[src/logic/atlm_pkg.sv]
// package: shared types and constants for the axis travel limit monitor
package atlm_pkg;

  // ==========================================================================
  // widths and levels
  localparam int   POS_WIDTH        = 32;
  localparam int   VEL_WIDTH        = 24;
  localparam logic RAW_ACTIVE_LEVEL = 1'b0;  // switch pin level that means active
  localparam logic FLAG_RESET       = 1'b0;

  // ==========================================================================
  // types
  typedef enum logic [1:0] {ST_OFF, ST_RUN, ST_DECEL, ST_HALT} atlm_state_type;
  typedef enum logic [1:0] {RESP_NONE, RESP_OFF, RESP_HARD, RESP_DECEL} atlm_resp_type;

  typedef struct packed {
    logic pos_en;
    logic neg_en;
    logic both_en;
    logic off;
    logic hard;
    logic decel;
    logic invert;
    logic hi_en;
    logic lo_en;
    logic soft_both;
    logic soft_off;
    logic soft_hard;
    logic soft_decel;
  } atlm_cfg_type;

  localparam atlm_cfg_type CFG_RESET = '0;

  // ==========================================================================
  // strongest selected response wins when several are set
  function automatic atlm_resp_type resp_pick(input logic off, input logic hard,
                                              input logic decel);
    if (off) return RESP_OFF;
    if (hard) return RESP_HARD;
    if (decel) return RESP_DECEL;
    return RESP_NONE;
  endfunction

endpackage

[src/logic/atlm_ramp_if.sv]
// interface: link between the limit monitor and its deceleration ramp
`timescale 1ns/1ps
interface atlm_ramp_if #(parameter int VW = 24);
  logic                 start;
  logic signed [VW-1:0] start_velocity;
  logic        [VW-1:0] step;
  logic signed [VW-1:0] velocity;
  logic                 done;

  modport ctrl (output start, output start_velocity, output step,
                input velocity, input done);
  modport ramp (input start, input start_velocity, input step,
                output velocity, output done);
endinterface

[src/logic/atlm_axis_limit.sv]
// module: per-axis travel limit monitor with hard switch and soft bound checks
`timescale 1ns/1ps
module atlm_axis_limit
  import atlm_pkg::*;
#(
  parameter int PW = POS_WIDTH,
  parameter int VW = VEL_WIDTH
) (
  input  wire logic                 clock,
  input  wire logic                 resetn,
  input  wire logic                 config_load,
  input  wire logic                 enable_positive_bound,
  input  wire logic                 enable_negative_bound,
  input  wire logic                 enable_both_bounds,
  input  wire logic                 response_drive_off,
  input  wire logic                 response_hard_stop,
  input  wire logic                 response_decel_stop,
  input  wire logic                 switch_polarity_invert,
  input  wire logic                 soft_enable_high,
  input  wire logic                 soft_enable_low,
  input  wire logic                 soft_enable_both,
  input  wire logic                 soft_response_drive_off,
  input  wire logic                 soft_response_hard_stop,
  input  wire logic                 soft_response_decel_stop,
  input  wire logic signed [PW-1:0] soft_high_bound,
  input  wire logic signed [PW-1:0] soft_low_bound,
  input  wire logic        [VW-1:0] decel_step,
  input  wire logic                 axis_enable,
  input  wire logic                 axis_disable,
  input  wire logic                 limit_pos_pin,
  input  wire logic                 limit_neg_pin,
  input  wire logic signed [PW-1:0] target_position,
  input  wire logic                 target_valid,
  input  wire logic signed [VW-1:0] commanded_velocity,
  output logic                      drive_enable,
  output logic signed      [VW-1:0] velocity_out,
  output logic                      motion_halted,
  output logic                      decelerating,
  output logic                      pos_switch_level,
  output logic                      neg_switch_level,
  output logic                      pos_switch_input_state,
  output logic                      neg_switch_input_state,
  output logic                      pos_switch_tripped,
  output logic                      neg_switch_tripped,
  output logic                      high_soft_bound_tripped,
  output logic                      low_soft_bound_tripped,
  output logic                      axis_error_flag
);

  // ==========================================================================
  // configuration
  atlm_cfg_type         cfg;
  atlm_cfg_type         next_cfg;
  logic signed [PW-1:0] hi_bound;
  logic signed [PW-1:0] next_hi_bound;
  logic signed [PW-1:0] lo_bound;
  logic signed [PW-1:0] next_lo_bound;
  logic        [VW-1:0] step;
  logic        [VW-1:0] next_step;

  always_comb begin
    next_cfg      = cfg;
    next_hi_bound = hi_bound;
    next_lo_bound = lo_bound;
    next_step     = step;
    if (config_load) begin
      next_cfg.pos_en     = enable_positive_bound;
      next_cfg.neg_en     = enable_negative_bound;
      next_cfg.both_en    = enable_both_bounds;
      next_cfg.off        = response_drive_off;
      next_cfg.hard       = response_hard_stop;
      next_cfg.decel      = response_decel_stop;
      next_cfg.invert     = switch_polarity_invert;
      next_cfg.hi_en      = soft_enable_high;
      next_cfg.lo_en      = soft_enable_low;
      next_cfg.soft_both  = soft_enable_both;
      next_cfg.soft_off   = soft_response_drive_off;
      next_cfg.soft_hard  = soft_response_hard_stop;
      next_cfg.soft_decel = soft_response_decel_stop;
      next_hi_bound       = soft_high_bound;
      next_lo_bound       = soft_low_bound;
      next_step           = decel_step;
    end
  end

  always_ff @(posedge clock or negedge resetn) begin
    if (!resetn) begin
      cfg      <= CFG_RESET;
      hi_bound <= '0;
      lo_bound <= '0;
      step     <= '0;
    end else begin
      cfg      <= next_cfg;
      hi_bound <= next_hi_bound;
      lo_bound <= next_lo_bound;
      step     <= next_step;
    end
  end

  logic pos_en;
  logic neg_en;
  logic hi_en;
  logic lo_en;
  assign pos_en = cfg.pos_en | cfg.both_en;
  assign neg_en = cfg.neg_en | cfg.both_en;
  assign hi_en  = cfg.hi_en | cfg.soft_both;
  assign lo_en  = cfg.lo_en | cfg.soft_both;

  // ==========================================================================
  // switch input synchronisers and edge detect
  logic pos_meta;
  logic neg_meta;
  logic pos_sync;
  logic neg_sync;
  logic pos_chk_q;
  logic neg_chk_q;
  logic pos_act;
  logic neg_act;
  logic pos_chk;
  logic neg_chk;

  always_ff @(posedge clock or negedge resetn) begin
    if (!resetn) begin
      pos_meta  <= ~RAW_ACTIVE_LEVEL;
      neg_meta  <= ~RAW_ACTIVE_LEVEL;
      pos_sync  <= ~RAW_ACTIVE_LEVEL;
      neg_sync  <= ~RAW_ACTIVE_LEVEL;
      pos_chk_q <= 1'b0;
      neg_chk_q <= 1'b0;
    end else begin
      pos_meta  <= limit_pos_pin;
      neg_meta  <= limit_neg_pin;
      pos_sync  <= pos_meta;
      neg_sync  <= neg_meta;
      pos_chk_q <= pos_chk;
      neg_chk_q <= neg_chk;
    end
  end

  assign pos_act = cfg.invert ? (pos_sync != RAW_ACTIVE_LEVEL)
                              : (pos_sync == RAW_ACTIVE_LEVEL);
  assign neg_act = cfg.invert ? (neg_sync != RAW_ACTIVE_LEVEL)
                              : (neg_sync == RAW_ACTIVE_LEVEL);
  assign pos_chk = pos_en & pos_act;
  assign neg_chk = neg_en & neg_act;

  // ==========================================================================
  // trip events and chosen response
  logic          pos_ev;
  logic          neg_ev;
  logic          hi_ev;
  logic          lo_ev;
  logic          hw_fire;
  logic          sw_fire;
  atlm_resp_type hw_resp;
  atlm_resp_type sw_resp;
  atlm_resp_type stop_resp;

  assign pos_ev  = pos_chk & ~pos_chk_q;
  assign neg_ev  = neg_chk & ~neg_chk_q;
  assign hi_ev   = target_valid & hi_en & (target_position > hi_bound);
  assign lo_ev   = target_valid & lo_en & (target_position < lo_bound);
  assign hw_fire = pos_ev | neg_ev;
  assign sw_fire = hi_ev | lo_ev;
  assign hw_resp = resp_pick(cfg.off, cfg.hard, cfg.decel);
  assign sw_resp = resp_pick(cfg.soft_off, cfg.soft_hard, cfg.soft_decel);

  always_comb begin
    if ((hw_fire && hw_resp == RESP_OFF) || (sw_fire && sw_resp == RESP_OFF)) begin
      stop_resp = RESP_OFF;
    end else if ((hw_fire && hw_resp == RESP_HARD) || (sw_fire && sw_resp == RESP_HARD)) begin
      stop_resp = RESP_HARD;
    end else if ((hw_fire && hw_resp == RESP_DECEL) ||
                 (sw_fire && sw_resp == RESP_DECEL)) begin
      stop_resp = RESP_DECEL;
    end else begin
      stop_resp = RESP_NONE;
    end
  end

  // ==========================================================================
  // axis state and velocity path
  atlm_state_type       state;
  atlm_state_type       next_state;
  atlm_state_type       base_state;
  logic signed [VW-1:0] next_velocity;
  logic                 next_drive;

  atlm_ramp_if #(.VW(VW)) rp ();
  atlm_decel_ramp #(.VW(VW)) u_ramp (
    .clock  (clock),
    .resetn (resetn),
    .rp     (rp.ramp)
  );

  always_comb begin
    base_state = state;
    if (axis_enable) base_state = ST_RUN;
    if (axis_disable) base_state = ST_OFF;
    if (base_state == ST_DECEL && rp.done) base_state = ST_HALT;
    next_state = base_state;
    case (stop_resp)
      RESP_OFF:   next_state = ST_OFF;
      RESP_HARD:  if (base_state != ST_OFF) next_state = ST_HALT;
      RESP_DECEL: if (base_state == ST_RUN) next_state = ST_DECEL;
      default:    next_state = base_state;
    endcase
    next_drive = (next_state != ST_OFF);
    case (state)
      ST_RUN:   next_velocity = commanded_velocity;
      ST_DECEL: next_velocity = rp.velocity;
      default:  next_velocity = '0;
    endcase
  end

  assign rp.start          = (next_state == ST_DECEL) && (state != ST_DECEL);
  assign rp.start_velocity = velocity_out;
  assign rp.step           = step;

  always_ff @(posedge clock or negedge resetn) begin
    if (!resetn) begin
      state        <= ST_OFF;
      drive_enable <= 1'b0;
      velocity_out <= '0;
    end else begin
      state        <= next_state;
      drive_enable <= next_drive;
      velocity_out <= next_velocity;
    end
  end

  assign motion_halted = (state == ST_HALT);
  assign decelerating  = (state == ST_DECEL);

  // ==========================================================================
  // sticky flags: an event in the enable cycle keeps its flag set
  logic next_pos_trip;
  logic next_neg_trip;
  logic next_hi_trip;
  logic next_lo_trip;
  logic next_error;

  always_comb begin
    next_pos_trip = (pos_switch_tripped & ~axis_enable) | pos_ev;
    next_neg_trip = (neg_switch_tripped & ~axis_enable) | neg_ev;
    next_hi_trip  = (high_soft_bound_tripped & ~axis_enable) | hi_ev;
    next_lo_trip  = (low_soft_bound_tripped & ~axis_enable) | lo_ev;
    next_error    = (axis_error_flag & ~axis_enable) | hw_fire | sw_fire;
  end

  always_ff @(posedge clock or negedge resetn) begin
    if (!resetn) begin
      pos_switch_tripped      <= FLAG_RESET;
      neg_switch_tripped      <= FLAG_RESET;
      high_soft_bound_tripped <= FLAG_RESET;
      low_soft_bound_tripped  <= FLAG_RESET;
      axis_error_flag         <= FLAG_RESET;
    end else begin
      pos_switch_tripped      <= next_pos_trip;
      neg_switch_tripped      <= next_neg_trip;
      high_soft_bound_tripped <= next_hi_trip;
      low_soft_bound_tripped  <= next_lo_trip;
      axis_error_flag         <= next_error;
    end
  end

  assign pos_switch_level       = pos_act;
  assign neg_switch_level       = neg_act;
  assign pos_switch_input_state = pos_sync;
  assign neg_switch_input_state = neg_sync;

  logic [VW-1:0] vel_mag;
  assign vel_mag = velocity_out[VW-1] ? VW'(-velocity_out) : VW'(velocity_out);
endmodule // atlm_axis_limit

[src/logic/atlm_decel_ramp.sv]
// module: velocity ramp toward zero by a fixed step per clock
`timescale 1ns/1ps
module atlm_decel_ramp
  import atlm_pkg::*;
#(
  parameter int VW = VEL_WIDTH
) (
  input wire logic clock,
  input wire logic resetn,
  atlm_ramp_if.ramp rp
);

  logic signed [VW-1:0] vel;
  logic signed [VW-1:0] next_vel;
  logic                 active;
  logic                 next_active;
  logic        [VW-1:0] mag;
  logic        [VW-1:0] eff_step;

  // ==========================================================================
  // ramp step
  always_comb begin
    next_vel    = vel;
    next_active = active;
    mag         = vel[VW-1] ? VW'(-vel) : VW'(vel);
    eff_step    = (rp.step == '0) ? VW'(1) : rp.step;  // zero step would never finish
    if (rp.start) begin
      next_vel    = rp.start_velocity;
      next_active = 1'b1;
    end else if (active) begin
      if (vel == '0) begin
        next_active = 1'b0;
      end else if (mag <= eff_step) begin
        next_vel = '0;
      end else if (vel[VW-1]) begin
        next_vel = vel + $signed(eff_step);
      end else begin
        next_vel = vel - $signed(eff_step);
      end
    end
  end

  always_ff @(posedge clock or negedge resetn) begin
    if (!resetn) begin
      vel    <= '0;
      active <= 1'b0;
    end else begin
      vel    <= next_vel;
      active <= next_active;
    end
  end

  assign rp.velocity = vel;
  assign rp.done     = active && (vel == '0);

endmodule // atlm_decel_ramp

[config.mk]
export PLATFORM = sky130hd
export DESIGN_NAME = atlm_axis_limit
export DESIGN_NICKNAME = d
export VERILOG_FILES = /design/src/logic/atlm_pkg.sv /design/src/logic/atlm_ramp_if.sv /design/src/logic/atlm_axis_limit.sv /design/src/logic/atlm_decel_ramp.sv
export SDC_FILE = /design/constraint.sdc
export NUM_CORES = 1
export LEC_CHECK = 0
export BUFFER_PORTS_ARGS = -buffer_cell sky130_fd_sc_hd__buf_2
export CAP_MARGIN = 20
export CORE_MARGIN = 5
export CORE_UTILIZATION = 45
export DETAILED_ROUTE_END_ITERATION = 6
export HOLD_SLACK_MARGIN = 0.02
export PLACE_DENSITY = 0.67
export SLEW_MARGIN = 15
export SYNTH_ARGS = -nofsm -noshare
export SYNTH_HDL_FRONTEND = slang
export SYNTH_SLANG_ARGS = --single-unit
[constraint.sdc]
create_clock -name clock -period 15.15 [get_ports clock]
set_clock_uncertainty 0.2 [all_clocks]
set_input_delay 0.7575 -clock clock [delete_from_list [all_inputs] [get_ports clock]]
set_output_delay 0.7575 -clock clock [all_outputs]
set_load 0.1 [all_outputs]
==> results.toml <==
[cts]
htree_levels = 4
cts_tree = "built"
clk_latency_ns = 0.44
hold_buffers = 0
clk_pin_slew_ns = 0.07
post_cts_resized = 0
clock-sinks = 164
cts_buffers = 17
postCtsSetupBuffers = 0
clockRootBuffer = "clkbuf_16"
cts_buffer_depth = 2

[floorplan]
rows = 56
start_util_pct = 45.5
die_w_um = 164
die_area_um2 = 26800
pin_count = 201
die_height_um = 164
core-area_um2 = 23300

[timing]
relSlewSlack_pct = 32.6
drv_slew = 0
min_period_over_period_pct = 38.8
timing.hold.ws_ns = 0.161
clock.fmax_mhz = 170
tns_ns = 0
finalHoldViolCount = 0
setup_viol = 0
layout_min_cycle_time_ns = 5.88
worstMarginPinSlew_ns = 1.01
rsz0062_at_grt = "no"

[synth]
synth_cell_types = 65
synth.most_common_cell = "nand2_1"
syn_area_um2 = 10600
avgSynthCellArea_um2 = 9.07
synth_top_flop_cell = "dfrtp_1"
async_flop_share_pct = 100
ys_seq_area_share_pct = 38.7
ys_seq_elements = 164
synth_area_leaders = "dfrtp_1 (38%), ha_1 (14%), o21ai_0 (6.3%), nand2_1 (5.8%), xnor2_1 (4.1%)"
syn-num-nets = 1453
netlist.area_leader.share_pct = 37.7
synth_common_cells = "nand2_1 (164), dfrtp_1 (160), o21ai_0 (134)"
synth_edf_count = 0
yosys.area.top_type = "dfrtp_1"
synthCells = 1171
yosysWarningCount = 0

[route]
drt_iter0_drc = 503
firstDrtPassIters = 5
routed_via_density = 5.32
wl_per_cell_um = 16.4
drc = 0
dr_total_vias = 8997
ant_nets = 0
postRouteWirelength_um = 27700

[critical_path]
cp.arrival_ns = 6.00
cp_num_buf_inv = 1
worstPathMaxFanout = 8
worstPathRequired_ns = 15.27
timing.reg2reg.setup_slack_ns = 9.27
path_class = "register to register"
cpMaxStageDelayCell = "a2111oi_0"
crit_family = "simple AND/OR/NAND/NOR gates"
r2r-start = "rp.step[11]"
max_stage_delay_ns = 0.63
path_cells = "nor4_1 > nand4_1 > nor2_1 > nand2_1 > nor3_1 > or2_2 > inv_1 > ha_1 > nor2b_1 > a21oi_1 > xnor2_1 > ha_1 > and2_1 > a21boi_0 > a2bb2oi_1 > a21oi_1 > a2111oi_0 > o21ai_0 > or4b_2 > o221ai_1 > mux2_2"
cp-start-kind = "register"
crit_path_end_kind = "register"
r2r-end = "u_ramp.rp.velocity[23]"
ff2ff_path_depth = 21

[placed_design]
dp_hpwl_um = 21400
gp_congestion = 0.917
io_buffers = 200

[run]
cap_violations = 0

[layout]
nFillCells = 2202
fin_nets = 1636
synthToLayoutAreaGrowth_pct = 18.4
drive_above_1_share_pct = 21.4

[pwr]
p_leak_uw = 0.00625
power_density_nw_per_um2 = 121
irDropWorstVdd_mv = 0.106

[hold_path]
min_to = "neg_switch_input_state"
hold_path_startpoint = "neg_meta"
whs_path_depth = 0
min_path_type = "register to register"

[grt]
grt_pass1_vias = 9160
grt_max_degree = 110
grt_pass1_wl_um = 45200
grt_usage_pct = 21.1
antenna_found_initial = 8
grt_overflow = 0

[run_status]
status = "complete, no violations"
state kept, by name (all words and copies together), names as in the netlist, 2 cells and up:
| name | cells |
|---|---|
| hi_bound | 32 |
| lo_bound | 32 |
| rp.step | 24 |
| u_ramp.rp.velocity | 24 |
| velocity_out | 24 |
| cfg | 13 |
| state | 2 |
power by group:
group | switching, uW | leakage [uW] | internal [uW] | total [uW]
Combinational | 350 | 0.00388 | 188 | 538
Clock | 213 | 0.000309 | 255 | 468
Sequential | 34.5 | 0.00207 | 482 | 516
Total | 597 | 0.00625 | 925 | 1520
layout by cell type (no fill, tap or decap), types with 5 or more instances in the layout:
cell,netlist,final
ha_1,116,115
a21o_1,10,10
mux2_4,19,19
diode_2,0,6
a21oi_1,63,63
nand2_1,164,164
xnor2_1,50,50
mux2_2,20,20
nand3_1,16,16
a211oi_1,8,8
or2_2,5,5
a22o_1,5,5
a31oi_1,8,8
o21a_1,11,11
clkbuf_16,0,17
and2_1,5,5
nor2_1,60,60
buf_2,0,198
nand4_1,11,11
nand2b_1,11,11
nor3_1,20,20
or3_1,8,8
o31ai_1,17,17
dfrtp_1,160,160
nor2b_1,5,5
buf_4,0,5
a22oi_1,24,24
o21ai_0,134,134
xor2_1,6,6
o41ai_1,6,6
inv_1,106,106
nor4_1,5,5
inv_6,0,5
kinds of logic after synthesis:
kind of cell               count (synthesis)  synth area share, %
AOI/OAI and AO/OA                        325                 19.1
xor gates and xnor gates                  56                 4.62
adders and majority gates                117                 13.9
buffers and inverters                    148                 5.37
DFF                                      164                 38.7
muxes                                     40                 4.90
and+or+nand+nor                          321                 13.5
layer usage:
layer | global-route usage (%) | wire length (um) | vias up
li1 | - | - | 4493
met1 | 27.1 | 12100 | 4225
met2 | 35.5 | 13300 | 235
met3 | 5.15 | 1800 | 36
met4 | 5.99 | 411 | 8
met5 | 0 | 48 | -
worst register-to-register path: cells and delay by family (launching register included):
kind,cells,cell delay [ns]
compound gates,7,1.97
xor+xnor,1,0.14
fa+ha+maj,2,0.50
buf+inv,1,0.06
flops,1,0.39
mux,1,0.28
simple gates,9,2.25
area by class of cell:
| type | instances | area (um^2) | area share [%] |
|---|---|---|---|
| diodes | 6 | 15.0 | 0.119 |
| clock buffers | 17 | 425 | 3.38 |
| clock inverters | 15 | 206 | 1.64 |
| inverters | 106 | 398 | 3.16 |
| multi-input cells | 859 | 5940 | 47.3 |
| flip-flops and latches | 164 | 4110 | 32.7 |
| well taps | 319 | 399 | 3.17 |
| repair buffers | 206 | 1080 | 8.60 |
worst max-delay path by stage:
stage | from | end | slack (ns) | cells after the start
CTS | rp.step[3] | u_ramp.rp.velocity[23] | 9.34 | 22
finish | rp.step[11] | u_ramp.rp.velocity[23] | 9.27 | 21
floorplan | rp.step[3] | u_ramp.rp.velocity[23] | 10.23 | 23
detailed placement | rp.step[3] | u_ramp.rp.velocity[23] | 9.43 | 22
global route | rp.step[11] | u_ramp.rp.velocity[23] | 8.71 | 21
global placement | rp.step[3] | u_ramp.rp.velocity[23] | 9.63 | 22
through the flow:
step           total power, uW  instances  instance area (um^2)  setup WS [ns]  util (%)
2_1_floorplan              913       1171                 10600          10.23         -
3_3_place_gp              1050       1652                 11900           9.63      50.9
3_5_place_dp              1060       1652                 11900           9.43      50.9
4_1_cts                   1530       1684                 12500           9.34      53.7
5_1_grt                   1620       1690                 12600           8.71      53.9
6_report                  1520       1692                 12600           9.27      53.9
(Power assumes the default switching activity.)
